<file path="src/gei_map.svh">
// Register map, field positions, reset values and codes of the event interrupt controller.
// Assumes inclusion by its bare name from the package and from the top module.
`ifndef GEI_MAP_SVH
`define GEI_MAP_SVH

// ----------------------------------------------------------------
// Sizes
// ----------------------------------------------------------------
`define GEI_ADDR_W 8
`define GEI_DATA_W 32
`define GEI_NSRC 42
`define GEI_LO_W 32
`define GEI_HI_W 10
`define GEI_CODE_W 6
`define GEI_QDEPTH_LOG2 6

// ----------------------------------------------------------------
// Byte offsets
// ----------------------------------------------------------------
`define GEI_OFS_FWD_LO 8'h00
`define GEI_OFS_FWD_HI 8'h04
`define GEI_OFS_LVL_LO 8'h08
`define GEI_OFS_LVL_HI 8'h0C
`define GEI_OFS_WAIT_LO 8'h10
`define GEI_OFS_WAIT_HI 8'h14
`define GEI_OFS_ACK_LO 8'h18
`define GEI_OFS_ACK_HI 8'h1C
`define GEI_OFS_QLOW 8'h20
`define GEI_OFS_QHIGH 8'h24
`define GEI_OFS_QSTAT 8'h28

// ----------------------------------------------------------------
// Reset values and codes
// ----------------------------------------------------------------
`define GEI_FWD_RST 42'h0
`define GEI_LVL_RST 42'h0
`define GEI_WAIT_RST 42'h0
`define GEI_CODE_EMPTY 6'h3F

// ----------------------------------------------------------------
// Queue status fields
// ----------------------------------------------------------------
`define GEI_STAT_OVF_LOW_BIT 15
`define GEI_STAT_OVF_HIGH_BIT 14
`define GEI_STAT_FILL_LOW_LSB 7
`define GEI_STAT_FILL_HIGH_LSB 0

`endif

</file>
<file path="src/gei_pkg.sv">
// Types shared by the event interrupt controller files.
// Assumes gei_map.svh is on the include path.
`include "gei_map.svh"

package gei_pkg;

  typedef logic [`GEI_NSRC-1:0] gei_src_t;
  typedef logic [`GEI_CODE_W-1:0] gei_code_t;

  typedef enum {
    GEI_REG_FWD_LO,
    GEI_REG_FWD_HI,
    GEI_REG_LVL_LO,
    GEI_REG_LVL_HI,
    GEI_REG_WAIT_LO,
    GEI_REG_WAIT_HI,
    GEI_REG_ACK_LO,
    GEI_REG_ACK_HI,
    GEI_REG_QLOW,
    GEI_REG_QHIGH,
    GEI_REG_QSTAT,
    GEI_REG_NONE
  } gei_reg_t;

endpackage

</file>
<file path="src/gei_queue_ram.sv">
// Small simple dual-port memory for one event queue, read data registered.
// Assumes one clock; contents are not reset, only the read register is.
`timescale 1ns/1ps
`default_nettype none

module gei_queue_ram #(
  parameter int WIDTH = 6,
  parameter int AW = 6
) (
  // Clock and reset
  input wire logic clock_i,
  input wire logic rst_n_i,
  // Write side
  input wire logic we_i,
  input wire logic [AW-1:0] waddr_i,
  input wire logic [WIDTH-1:0] wdata_i,
  // Read side
  input wire logic [AW-1:0] raddr_i,
  output logic [WIDTH-1:0] rdata_o
);

  logic [WIDTH-1:0] mem [1<<AW];

  always_ff @(posedge clock_i)
  begin
    if (we_i)
      mem[waddr_i] <= wdata_i;
  end

  // Read every cycle; the caller only looks when it asked
  always_ff @(posedge clock_i)
  begin
    if (!rst_n_i)
      rdata_o <= '0;
    else
      rdata_o <= mem[raddr_i];
  end

endmodule

`default_nettype wire

</file>
<file path="src/gei_top.sv">
// Event interrupt controller of the correlator core: 42 sources, two event queues.
// Assumes events are one-cycle pulses from logic on clock_i and a one-cycle register port.
//
// Contract
// - Forwarding bit 0: event only marks waiting, nothing goes to processor.
// - Forwarding bit 1: event is queued and raises a processor interrupt request.
// - Low words: bit n belongs to tracking channel n, channels 0 to 31.
// - High words: channels 32-35, then second pulse, antenna, epoch, detectors, transfer error.
// - Level bit 0 selects low level, 1 high level; readable and writable.
// - Waiting bits read-only, 1 while event unacknowledged, independent of forwarding.
// - After reset all forwarding, level and waiting bits are zero.
// - Writing 1 to an acknowledge bit clears that waiting bit; 0 leaves it.
// - Queue read returns 6-bit source code; 63 means queue empty.
// - Each queue holds 64 entries, reports fill; overflow flag sticky, write-1 clears.
`timescale 1ns/1ps
`default_nettype none
`include "gei_map.svh"

module gei_top
  import gei_pkg::*;
#(
  parameter int QAW = `GEI_QDEPTH_LOG2
) (
  // Clock and reset
  input wire logic clock_i,
  input wire logic rst_n_i,
  // Register port
  input wire logic [`GEI_ADDR_W-1:0] addr_i,
  input wire logic [`GEI_DATA_W-1:0] wdata_i,
  input wire logic wr_i,
  input wire logic rd_i,
  output logic [`GEI_DATA_W-1:0] rdata_o,
  // Event sources
  input wire logic [35:0] channel_event_i,
  input wire logic pulse_per_second_i,
  input wire logic antenna_switch_epoch_i,
  input wire logic measurement_epoch_i,
  input wire logic power_detector_real_i,
  input wire logic power_detector_complex_i,
  input wire logic transfer_error_i,
  // Interrupt requests
  output logic processor_irq_o,
  output logic irq_low_o,
  output logic irq_high_o
);

  // ----------------------------------------------------------------
  // Helpers
  // ----------------------------------------------------------------
  localparam logic [QAW:0] QFULL = {1'b1, {QAW{1'b0}}};

  function automatic gei_reg_t reg_decode(input logic [`GEI_ADDR_W-1:0] a);
    gei_reg_t r;
    case (a)
      `GEI_OFS_FWD_LO: r = GEI_REG_FWD_LO;
      `GEI_OFS_FWD_HI: r = GEI_REG_FWD_HI;
      `GEI_OFS_LVL_LO: r = GEI_REG_LVL_LO;
      `GEI_OFS_LVL_HI: r = GEI_REG_LVL_HI;
      `GEI_OFS_WAIT_LO: r = GEI_REG_WAIT_LO;
      `GEI_OFS_WAIT_HI: r = GEI_REG_WAIT_HI;
      `GEI_OFS_ACK_LO: r = GEI_REG_ACK_LO;
      `GEI_OFS_ACK_HI: r = GEI_REG_ACK_HI;
      `GEI_OFS_QLOW: r = GEI_REG_QLOW;
      `GEI_OFS_QHIGH: r = GEI_REG_QHIGH;
      `GEI_OFS_QSTAT: r = GEI_REG_QSTAT;
      default: r = GEI_REG_NONE;
    endcase
    return r;
  endfunction

  // Lowest index wins when several sources wait for the same queue
  function automatic gei_code_t first_set(input gei_src_t v);
    gei_code_t code;
    code = `GEI_CODE_EMPTY;
    for (int i = `GEI_NSRC - 1; i >= 0; i--)
      if (v[i])
        code = gei_code_t'(i);
    return code;
  endfunction

  // ----------------------------------------------------------------
  // Source vector
  // ----------------------------------------------------------------
  gei_src_t src_evt;
  gei_reg_t sel;

  assign src_evt = {transfer_error_i,
                    power_detector_complex_i,
                    power_detector_real_i,
                    measurement_epoch_i,
                    antenna_switch_epoch_i,
                    pulse_per_second_i,
                    channel_event_i};
  assign sel = reg_decode(addr_i);

  // ----------------------------------------------------------------
  // Control and waiting state
  // ----------------------------------------------------------------
  gei_src_t fwd_ff;
  gei_src_t nxt_fwd;
  gei_src_t lvl_ff;
  gei_src_t nxt_lvl;
  gei_src_t wait_ff;
  gei_src_t nxt_wait;
  gei_src_t ack_vec;
  logic [1:0] ovf_clr;

  always_comb
  begin
    nxt_fwd = fwd_ff;
    nxt_lvl = lvl_ff;
    ack_vec = '0;
    ovf_clr = 2'h0;
    if (wr_i)
    begin
      case (sel)
        GEI_REG_FWD_LO: nxt_fwd[`GEI_LO_W-1:0] = wdata_i;
        GEI_REG_FWD_HI: nxt_fwd[`GEI_NSRC-1:`GEI_LO_W] = wdata_i[`GEI_HI_W-1:0];
        GEI_REG_LVL_LO: nxt_lvl[`GEI_LO_W-1:0] = wdata_i;
        GEI_REG_LVL_HI: nxt_lvl[`GEI_NSRC-1:`GEI_LO_W] = wdata_i[`GEI_HI_W-1:0];
        GEI_REG_ACK_LO: ack_vec[`GEI_LO_W-1:0] = wdata_i;
        GEI_REG_ACK_HI: ack_vec[`GEI_NSRC-1:`GEI_LO_W] = wdata_i[`GEI_HI_W-1:0];
        GEI_REG_QSTAT:
        begin
          ovf_clr[0] = wdata_i[`GEI_STAT_OVF_LOW_BIT];
          ovf_clr[1] = wdata_i[`GEI_STAT_OVF_HIGH_BIT];
        end
        default: ;
      endcase
    end
    // New event beats a simultaneous acknowledge, whatever the forwarding bit
    nxt_wait = (wait_ff & ~ack_vec) | src_evt;
  end

  always_ff @(posedge clock_i)
  begin
    if (!rst_n_i)
    begin
      fwd_ff <= `GEI_FWD_RST;
      lvl_ff <= `GEI_LVL_RST;
      wait_ff <= `GEI_WAIT_RST;
    end
    else
    begin
      fwd_ff <= nxt_fwd;
      lvl_ff <= nxt_lvl;
      wait_ff <= nxt_wait;
    end
  end

  // ----------------------------------------------------------------
  // Event queues: index 0 low level, index 1 high level
  // ----------------------------------------------------------------
  logic [1:0] pop;
  wire logic [1:0] q_empty;
  wire logic [1:0] q_ovf;
  wire logic [QAW:0] q_fill [2];
  wire gei_code_t q_rdata [2];

  for (genvar g = 0; g < 2; g++)
  begin : g_queue
    gei_src_t req_ff;
    gei_src_t nxt_req;
    gei_src_t cand;
    gei_src_t taken;
    logic [QAW:0] wptr_ff;
    logic [QAW:0] nxt_wptr;
    logic [QAW:0] rptr_ff;
    logic [QAW:0] nxt_rptr;
    logic [QAW:0] fill;
    logic ovf_ff;
    logic nxt_ovf;
    logic req_any;
    logic room;
    logic push;
    gei_code_t push_code;

    always_comb
    begin
      // Only forwarded events reach a queue; unforwarded ones stay waiting only
      cand = src_evt & fwd_ff & ((g == 0) ? ~lvl_ff : lvl_ff);
      fill = wptr_ff - rptr_ff;
      req_any = |req_ff;
      push_code = first_set(req_ff);
      // A pop in the same cycle frees the slot for the push
      room = (fill != QFULL) || pop[g];
      push = req_any && room;
      taken = req_any ? (gei_src_t'(1) << push_code) : '0;
      // Repeats before the entry is written merge into one queue entry
      nxt_req = (req_ff & ~taken) | cand;
      nxt_wptr = push ? wptr_ff + 1'b1 : wptr_ff;
      nxt_rptr = pop[g] ? rptr_ff + 1'b1 : rptr_ff;
      // Entry that finds the queue full is dropped; setting beats clearing
      nxt_ovf = (ovf_ff && !ovf_clr[g]) || (req_any && !room);
    end

    always_ff @(posedge clock_i)
    begin
      if (!rst_n_i)
      begin
        req_ff <= '0;
        wptr_ff <= '0;
        rptr_ff <= '0;
        ovf_ff <= 1'b0;
      end
      else
      begin
        req_ff <= nxt_req;
        wptr_ff <= nxt_wptr;
        rptr_ff <= nxt_rptr;
        ovf_ff <= nxt_ovf;
      end
    end

    gei_queue_ram #(
      .WIDTH(`GEI_CODE_W),
      .AW(QAW)
    ) u_ram (
      .clock_i(clock_i),
      .rst_n_i(rst_n_i),
      .we_i(push),
      .waddr_i(wptr_ff[QAW-1:0]),
      .wdata_i(push_code),
      .raddr_i(rptr_ff[QAW-1:0]),
      .rdata_o(q_rdata[g])
    );

    assign q_empty[g] = (fill == '0);
    assign q_ovf[g] = ovf_ff;
    assign q_fill[g] = fill;
  end

  // ----------------------------------------------------------------
  // Register reads
  // ----------------------------------------------------------------
  logic [`GEI_DATA_W-1:0] rdata_ff;
  logic [`GEI_DATA_W-1:0] nxt_rdata;
  logic [1:0] qsel_ff;
  logic [1:0] nxt_qsel;
  logic [`GEI_HI_W-1:0] wait_hi_snap_ff;
  logic [`GEI_HI_W-1:0] nxt_wait_hi_snap;
  logic [`GEI_DATA_W-1:0] stat_word;

  always_comb
  begin
    stat_word = '0;
    stat_word[`GEI_STAT_OVF_LOW_BIT] = q_ovf[0];
    stat_word[`GEI_STAT_OVF_HIGH_BIT] = q_ovf[1];
    stat_word[`GEI_STAT_FILL_LOW_LSB +: QAW + 1] = q_fill[0];
    stat_word[`GEI_STAT_FILL_HIGH_LSB +: QAW + 1] = q_fill[1];
    nxt_rdata = '0;
    nxt_qsel = 2'h0;
    pop = 2'h0;
    nxt_wait_hi_snap = wait_hi_snap_ff;
    if (rd_i)
    begin
      case (sel)
        GEI_REG_FWD_LO: nxt_rdata = fwd_ff[`GEI_LO_W-1:0];
        GEI_REG_FWD_HI: nxt_rdata = `GEI_DATA_W'(fwd_ff[`GEI_NSRC-1:`GEI_LO_W]);
        GEI_REG_LVL_LO: nxt_rdata = lvl_ff[`GEI_LO_W-1:0];
        GEI_REG_LVL_HI: nxt_rdata = `GEI_DATA_W'(lvl_ff[`GEI_NSRC-1:`GEI_LO_W]);
        GEI_REG_WAIT_LO:
        begin
          nxt_rdata = wait_ff[`GEI_LO_W-1:0];
          // High group is frozen here so both words describe one moment
          nxt_wait_hi_snap = wait_ff[`GEI_NSRC-1:`GEI_LO_W];
        end
        GEI_REG_WAIT_HI: nxt_rdata = `GEI_DATA_W'(wait_hi_snap_ff);
        GEI_REG_QLOW:
        begin
          if (q_empty[0])
            nxt_rdata = `GEI_DATA_W'(`GEI_CODE_EMPTY);
          else
          begin
            nxt_qsel[0] = 1'b1;
            pop[0] = 1'b1;
          end
        end
        GEI_REG_QHIGH:
        begin
          if (q_empty[1])
            nxt_rdata = `GEI_DATA_W'(`GEI_CODE_EMPTY);
          else
          begin
            nxt_qsel[1] = 1'b1;
            pop[1] = 1'b1;
          end
        end
        GEI_REG_QSTAT: nxt_rdata = stat_word;
        default: nxt_rdata = '0;
      endcase
    end
  end

  always_ff @(posedge clock_i)
  begin
    if (!rst_n_i)
    begin
      rdata_ff <= '0;
      qsel_ff <= 2'h0;
      wait_hi_snap_ff <= '0;
    end
    else
    begin
      rdata_ff <= nxt_rdata;
      qsel_ff <= nxt_qsel;
      wait_hi_snap_ff <= nxt_wait_hi_snap;
    end
  end

  // Queue words come straight from the memory's read register
  assign rdata_o = qsel_ff[0] ? `GEI_DATA_W'(q_rdata[0]) :
                   qsel_ff[1] ? `GEI_DATA_W'(q_rdata[1]) :
                   rdata_ff;

  // ----------------------------------------------------------------
  // Interrupt outputs
  // ----------------------------------------------------------------
  assign processor_irq_o = |(wait_ff & fwd_ff);
  assign irq_low_o = !q_empty[0];
  assign irq_high_o = !q_empty[1];

endmodule

`default_nettype wire

</file>
<file path="config.mk">
export PLATFORM = sky130hd
export DESIGN_NAME = gei_top
export DESIGN_NICKNAME = d
export VERILOG_FILES = /design/src/gei_pkg.sv /design/src/gei_queue_ram.sv /design/src/gei_top.sv
export VERILOG_INCLUDE_DIRS = /design/src
export SDC_FILE = /design/constraint.sdc
export NUM_CORES = 1
export LEC_CHECK = 0
export ABC_AREA = 1
export BUFFER_PORTS_ARGS = -buffer_cell sky130_fd_sc_hd__clkbuf_2
export CAP_MARGIN = 25
export CORE_UTILIZATION = 25
export DETAILED_ROUTE_END_ITERATION = 10
export GPL_TIMING_DRIVEN = 0
export PLACE_DENSITY = 0.5
export SETUP_SLACK_MARGIN = 0.1
export SLEW_MARGIN = 20
export SYNTH_ARGS = -nofsm -noshare
export SYNTH_HDL_FRONTEND = slang
export SYNTH_HIERARCHICAL = 1
export SYNTH_SLANG_ARGS = --single-unit
export TNS_END_PERCENT = 10
</file>
<file path="constraint.sdc">
create_clock -name clock_i -period 7.2 [get_ports clock_i]
set_clock_uncertainty 0.15 [all_clocks]
set_input_delay 1.44 -clock clock_i [delete_from_list [all_inputs] [get_ports clock_i]]
set_output_delay 1.44 -clock clock_i [all_outputs]
set_load 0.02 [all_outputs]
</file>
==> results.yml, run 1 <==
critical_path:
  cp_data_required_time_ns: 5.61
  crit_path_max_fanout: 6
  critPathMaxStageDelay_ns: 0.59
  critPathCaptureType: "output pin"
  crit_chain: "inv_1, ha_1, a21oi_1, nand2_1, xnor2_1, nand4_1, nor3_1, nand2_1, clkbuf_2"
  path_class: "register to output pin"
  crit_arrival_ns: 3.78
  worst_setup_path_start_kind: "register"
  critPathSlowestCell: "xnor2_1"
  cpMostUsedCell: "nand2_1"
floorplanning:
  dieArea_um2: 184000
  ios: 121
  fp.dieW_um: 429
  initial_core_util: 0.252
  rows: 156
  fp.coreArea_um2: 181000
  die_y_um: 429
pwr:
  clock_power_share: 0.477
  p_seq_frac: 0.505
  combPwrFrac: 0.018
  internal_power_uw: 10200
  netSwitchingFraction: 0.212
  p_per_area_nw_per_um2: 241
  total_power_uw: 13000
  p_switching_uw: 2750
  peakVddDrop_v: 0.000231
  power.leakage_uw: 0.0189
timing:
  worst_pin_slew_ns: 0.995
  finalCritPeriodShare: 0.746
  fin_ws_ns: 1.83
  rsz0062_at_grt: "false"
  max_slew_margin: 0.337
  period_minus_slack_ns: 5.37
  finalHoldViolCount: 0
  fin_tns_setup_ns: 0
  setup_viol: 0
  fmax_mhz: 186
  hold_slack_ns: 0.313
  drv_slew: 0
synth:
  synth_fp_nets: 4821
  netlist_instances: 4717
  syn_avg_cell_area_um2: 9.66
  yosysSeqAreaShare: 0.636
  post_synth_num_cell_types: 48
  netlist_area_um2: 45600
  ys.flop_type: "edfxtp_1"
  yosys_warnings: 6
  synth_edf_count: 768
  ys_ff_latch: 1064
  async_flop_share: 0
layout:
  drive_gt1_frac: 0.0971
  syn2layout_area_growth_pct: 17.9
  nets: 5083
  final_common_cell: "nand2_1"
  final_cell_mix: "nand2_1, nand3_1, edfxtp_1"
  final_core_util: 0.297
global_route:
  globalRouteMet2Util: 0.274
  grt_use_total: 0.166
  met3_usage: 0.0191
  gr-usage-met1: 0.222
  antenna_found_initial: 4
  grt_pass1_wl_um: 227000
  grt_max_degree: 73
  grt_pass1_vias: 33869
  grt.busiest_layer: "met2"
  grt.overflow.total: 0
placement:
  io_buffers: 120
  gp_congestion: 0.931
  dp_hpwl_um: 114000
  dp_worst_setup_slack_ns: 1.51
cts:
  htreeDepth: 3
  cts_resized: 0
  clockBufferDepth: 3
  cts_num_sinks: 1064
  root_buffer: "clkbuf_16"
  hold_buffers: 0
  clk_latency_ns: 0.77
  clk_pin_slew_ns: 0.06
  post-cts-setup-buffers: 0
  numCtsBuffers: 116
  cts_tree: "yes"
route:
  ant_nets: 0
  vias: 35476
  dr.pass1.iters: 5
  routed_wl_um: 156000
  drc: 0
  wl_per_cell_um: 20.9
  vias_per_cell: 4.76
  drt-initial-drc-count: 3477
flow_run:
  maxCapViolations: 0
status:
  outcome: "finished clean"
worst_hold_path:
  hold_class: "register to register"
-- state kept, by name (all words and copies together) (netlist names) --
signal	flops
g_queue.u_ram/mem	768
g_queue.rptr_ff	14
wait_ff	42
g_queue.u_ram/rdata_o	12
g_queue.wptr_ff	14
fwd_ff	42
rdata_ff	32
lvl_ff	42
g_queue.req_ff	84
g_queue.ovf_ff	2
qsel_ff	2
wait_hi_snap_ff	10
-- cell usage after synthesis, drive strengths merged (2+ instances only) --
cell type,count,area share
o2111ai,5,0.00096
o21a,2,0.00033
nor3,22,0.0024
a221oi,21,0.0040
xnor2,7,0.0013
o22ai,4,0.00055
ha,16,0.0044
nor2,315,0.027
a211oi,20,0.0033
o41ai,4,0.00077
edfxtp,768,0.51
a22o,7,0.0013
o21ai,159,0.017
inv,348,0.029
nand3,797,0.088
xor2,5,0.00096
nor4,26,0.0036
buf,141,0.018
o21bai,20,0.0033
dfxtp,296,0.13
a31oi,14,0.0019
fa,2,0.00088
clkinv,5,0.00041
nand4,43,0.0059
clkbuf,98,0.0081
a21oi,249,0.027
o211ai,4,0.00066
o31ai,23,0.0038
nand2,1287,0.11
-- worst paths after layout --
kind / from / endpoint / slack [ns] / cells past startpoint
hold / removal: wait_hi_snap_ff[7] / wait_hi_snap_ff[7] / 0.31 / 2
hold reg to reg: wait_hi_snap_ff[7] / wait_hi_snap_ff[7] / 0.31 / 2
setup / recovery: g_queue[0].rptr_ff[2] / irq_low_o / 1.83 / 9
setup reg to reg: g_queue[0].rptr_ff[0] / g_queue[0].u_ram/mem[43][3] / 1.84 / 17
-- power groups by stage --
stage                     Sequential [µW]  Clock [µW]  Combinational, µW
after global routing                 6540        6540                246
after global placement               6680           0                212
final                                6540        6190                228
after floorplan                      6670           0               97.3
after CTS                            6540        6300                227
after detailed placement             6670           0                226
-- worst max-delay path: cells and delay by family, from the launching register on --
kind / cells / cell delay, ns
adders and majority gates: 1 / 0.36
buffers and inverters: 2 / 0.39
and+or+nand+nor: 4 / 1.02
AOI/OAI and AO/OA: 1 / 0.16
DFF: 1 / 0.50
xor gates and xnor gates: 1 / 0.59
-- logic make-up (layout without fill, tap and decap cells) --
kind of cell,count (synthesis),in the layout,share of synthesized area
other,0,2,0
AND/OR/NAND/NOR,2493,2493,0.234
adder cells (fa/ha/maj),18,18,0.00527
buffers and inverters,592,954,0.0552
AO/OA/AOI/OAI,538,538,0.0670
XOR/XNOR,12,12,0.00231
flip-flops,1064,1064,0.636
-- layer usage --
metal,routed length [µm],share of wire
met1,67600,0.43
met2,73500,0.47
met3,9120,0.058
met4,5710,0.037
met5,0,0
-- cell type report --
cell class | instances | area [µm²]
repair buffers | 144 | 1030
fillers | 18770 | 127000
inverters | 353 | 1350
clock inverters | 70 | 890
well taps | 2370 | 2970
flip-flops and latches | 1064 | 29000
plain buffers | 239 | 1200
diodes | 2 | 5.00
clock buffers | 148 | 3120
multi-input cells | 3061 | 14200
-- stage by stage --
stage,cells,cell area (µm²)
global placement,7207,49100
finish,7451,53700
detailed placement,7231,49700
CTS,7449,53700
global route,7451,53700
floorplan,4717,45600
(Power assumes the default switching activity.)
==> run 2, diff against run 1 <==
Settings changed: PLACE_DENSITY 0.5 to 0.51.
Clock period 7.2 ns to 4.56 ns, I/O delays scaled along.
==> run 2 against run 1 <==
The run now ends with setup timing left. Count of clock-buffer cells in the layout is 5 lower. First-iteration DRC count is 1.7% higher. Critical endpoint is now g_queue[0].u_ram/mem[47][1]. Total power is 56% higher. Clock power is 53% higher. Combinational power is 61% higher. Highest routed layer is now met5. Sequential share of layout area is 0.33 points lower.
==> results.yml, run 2 (same netlist as run 1, synthesis figures left out) <==
cts:
  htreeDepth: 3
  cts_tree: "yes"
  numCtsBuffers: 117
  root_buffer: "clkbuf_16"
  hold_buffers: 0
  clk_pin_slew_ns: 0.06
  clockBufferDepth: 3
  cts_num_sinks: 1064
  clk_latency_ns: 0.75
layout:
  final_common_cell: "nand2_1"
  largest_reg_flops: 768
  design_area_um2: 54100
  largest_register: "g_queue.u_ram/mem"
  nets: 5098
  final_cell_mix: "nand2_1, nand3_1, edfxtp_1"
  finalNonFillerCells: 7460
  multi_input_area_um2: 14500
  syn2layout_area_growth_pct: 18.7
  top_regs: "g_queue.u_ram/mem: 768 flops, g_queue.req_ff: 84 flops"
  drive_gt1_frac: 0.118
  seqCellArea_um2: 29000
  final_core_util: 0.299
  fillers: 18723
placement:
  io_buffers: 120
  place_area_um2: 49700
  gp_congestion: 0.918
  dp_cells: 7227
  dp_hpwl_um: 112000
  dp_worst_setup_slack_ns: -0.669
floorplanning:
  rows: 156
  initial_core_util: 0.252
  die_y_um: 429
  dieArea_um2: 184000
  fp.dieW_um: 429
  fp.coreArea_um2: 181000
  ios: 121
flow_run:
  maxCapViolations: 0
critical_path:
  cp_data_required_time_ns: 4.74
  crit_chain: "inv_1, ha_1, a21oi_1, nand2_1, a21oi_1, o21ai_0, xnor2_1, inv_1, nor3_2, nand2_2, nand2_2, nand3_1, nand2_1, inv_1, clkbuf_1, nand4_1, nor2_2"
  path_class: "register to register"
  crit_path_max_fanout: 9
  crit_arrival_ns: 4.89
  critPathCaptureType: "register"
  cp_num_buf_inv: 4
  cpMostUsedCell: "inv_1"
  worst_setup_path_start_kind: "register"
  critPathSlowestCell: "nor2_2"
  critPathMaxStageDelay_ns: 0.62
  crit_family: "simple AND/OR/NAND/NOR gates"
global_route:
  grt_max_degree: 73
  grt.overflow.total: 0
  antenna_found_initial: 4
  grt_pass1_vias: 33767
  grt_pass1_wl_um: 224000
  grt_use_total: 0.163
route:
  dr.pass1.iters: 7
  wl_per_cell_um: 20.7
  vias_per_cell: 4.78
  vias: 35695
  ant_nets: 0
  routed_wl_um: 154000
  drc: 0
  drt-initial-drc-count: 3535
timing:
  drv_slew: 0
  finalCritPeriodShare: 1.03
  max_slew_margin: 0.311
  fin_ws_ns: -0.155
  hold_slack_ns: 0.270
  fmax_mhz: 212
  worst_pin_slew_ns: 1.03
  period_minus_slack_ns: 4.72
  rsz0062_at_grt: "true"
  finalHoldViolCount: 0
  setup_viol: 23
status:
  outcome: "complete, but fails checks"
  violations: "setup timing"
pwr:
  p_per_area_nw_per_um2: 373
  peakVddDrop_v: 0.000314
  power.leakage_uw: 0.0190
worst_hold_path:
  hold_class: "input port to register"
[run 2: cell types whose count changed in the layout (fill, tap and decap cells not counted), sizes merged]
cell      before  now
clkinv        48   55
inv          350  351
diode          2    3
clkbuf       366  361
buf          165  179
clkinvlp      10    7
bufinv        15    9
[run 2: worst register-to-register path, delay by kind of cell, from the launching register on]
family / cells / cell delay, ns
flops: 1 / 0.49
simple gates: 8 / 1.96
fa+ha+maj: 1 / 0.36
buf+inv: 4 / 0.79
compound gates: 3 / 0.41
xor+xnor: 1 / 0.14
[run 2: layout make-up]
class                      count  share of cell area
timing repair buffer         158              0.0211
buffer                       239              0.0222
tap                         2370              0.0548
sequential                  1064               0.536
antenna                        3            0.000139
clock inverter                69              0.0131
multi-input combinational   3061               0.269
clock buffer                 143              0.0589
inverter                     353              0.0249
[run 2: worst paths after layout]
path,start,to,slack [ns],cells after the start
setup / recovery,g_queue[0].rptr_ff[2],g_queue[0].u_ram/mem[47][1],-0.16,17
hold / removal,wdata_i[30],fwd_ff[30],0.27,3
setup reg to reg,g_queue[0].rptr_ff[2],g_queue[0].u_ram/mem[47][1],-0.16,17
hold reg to reg,wait_hi_snap_ff[7],wait_hi_snap_ff[7],0.31,2
[run 2: power breakdown]
group | internal [µW] | switching (µW) | leakage [µW]
combinational | 95.7 | 270 | 0.00801
clock | 5470 | 4000 | 0.00190
sequential | 10300 | 30.3 | 0.00908
[run 2: stage by stage]
step	power, µW	setup TNS (ns)
after global placement	10900	-2938.27
after detailed placement	10900	-202.66
final	20200	-1.93
after floorplan	10700	0
after global routing	20700	-34.65
after CTS	20300	-94.92
[run 2: layer usage]
layer,track usage,share of wire,vias to the layer above
met2,0.269,0.47,1384
met5,0,0.000084,-
met4,0.0603,0.038,2
met1,0.215,0.42,17250
met3,0.0243,0.067,275
li1,-,-,16784
[run 2: repair_timing]
| item | in CTS | in global routing |
|---|---|---|
| cloned | 0 | 0 |
| setup endpoints to repair | 752 | 733 |
| pin swaps | 6 | 4 |
| resized for setup | 57 | 50 |
| endpoints found under the hold margin | 0 | 0 |
| setup buffers | 9 | 9 |
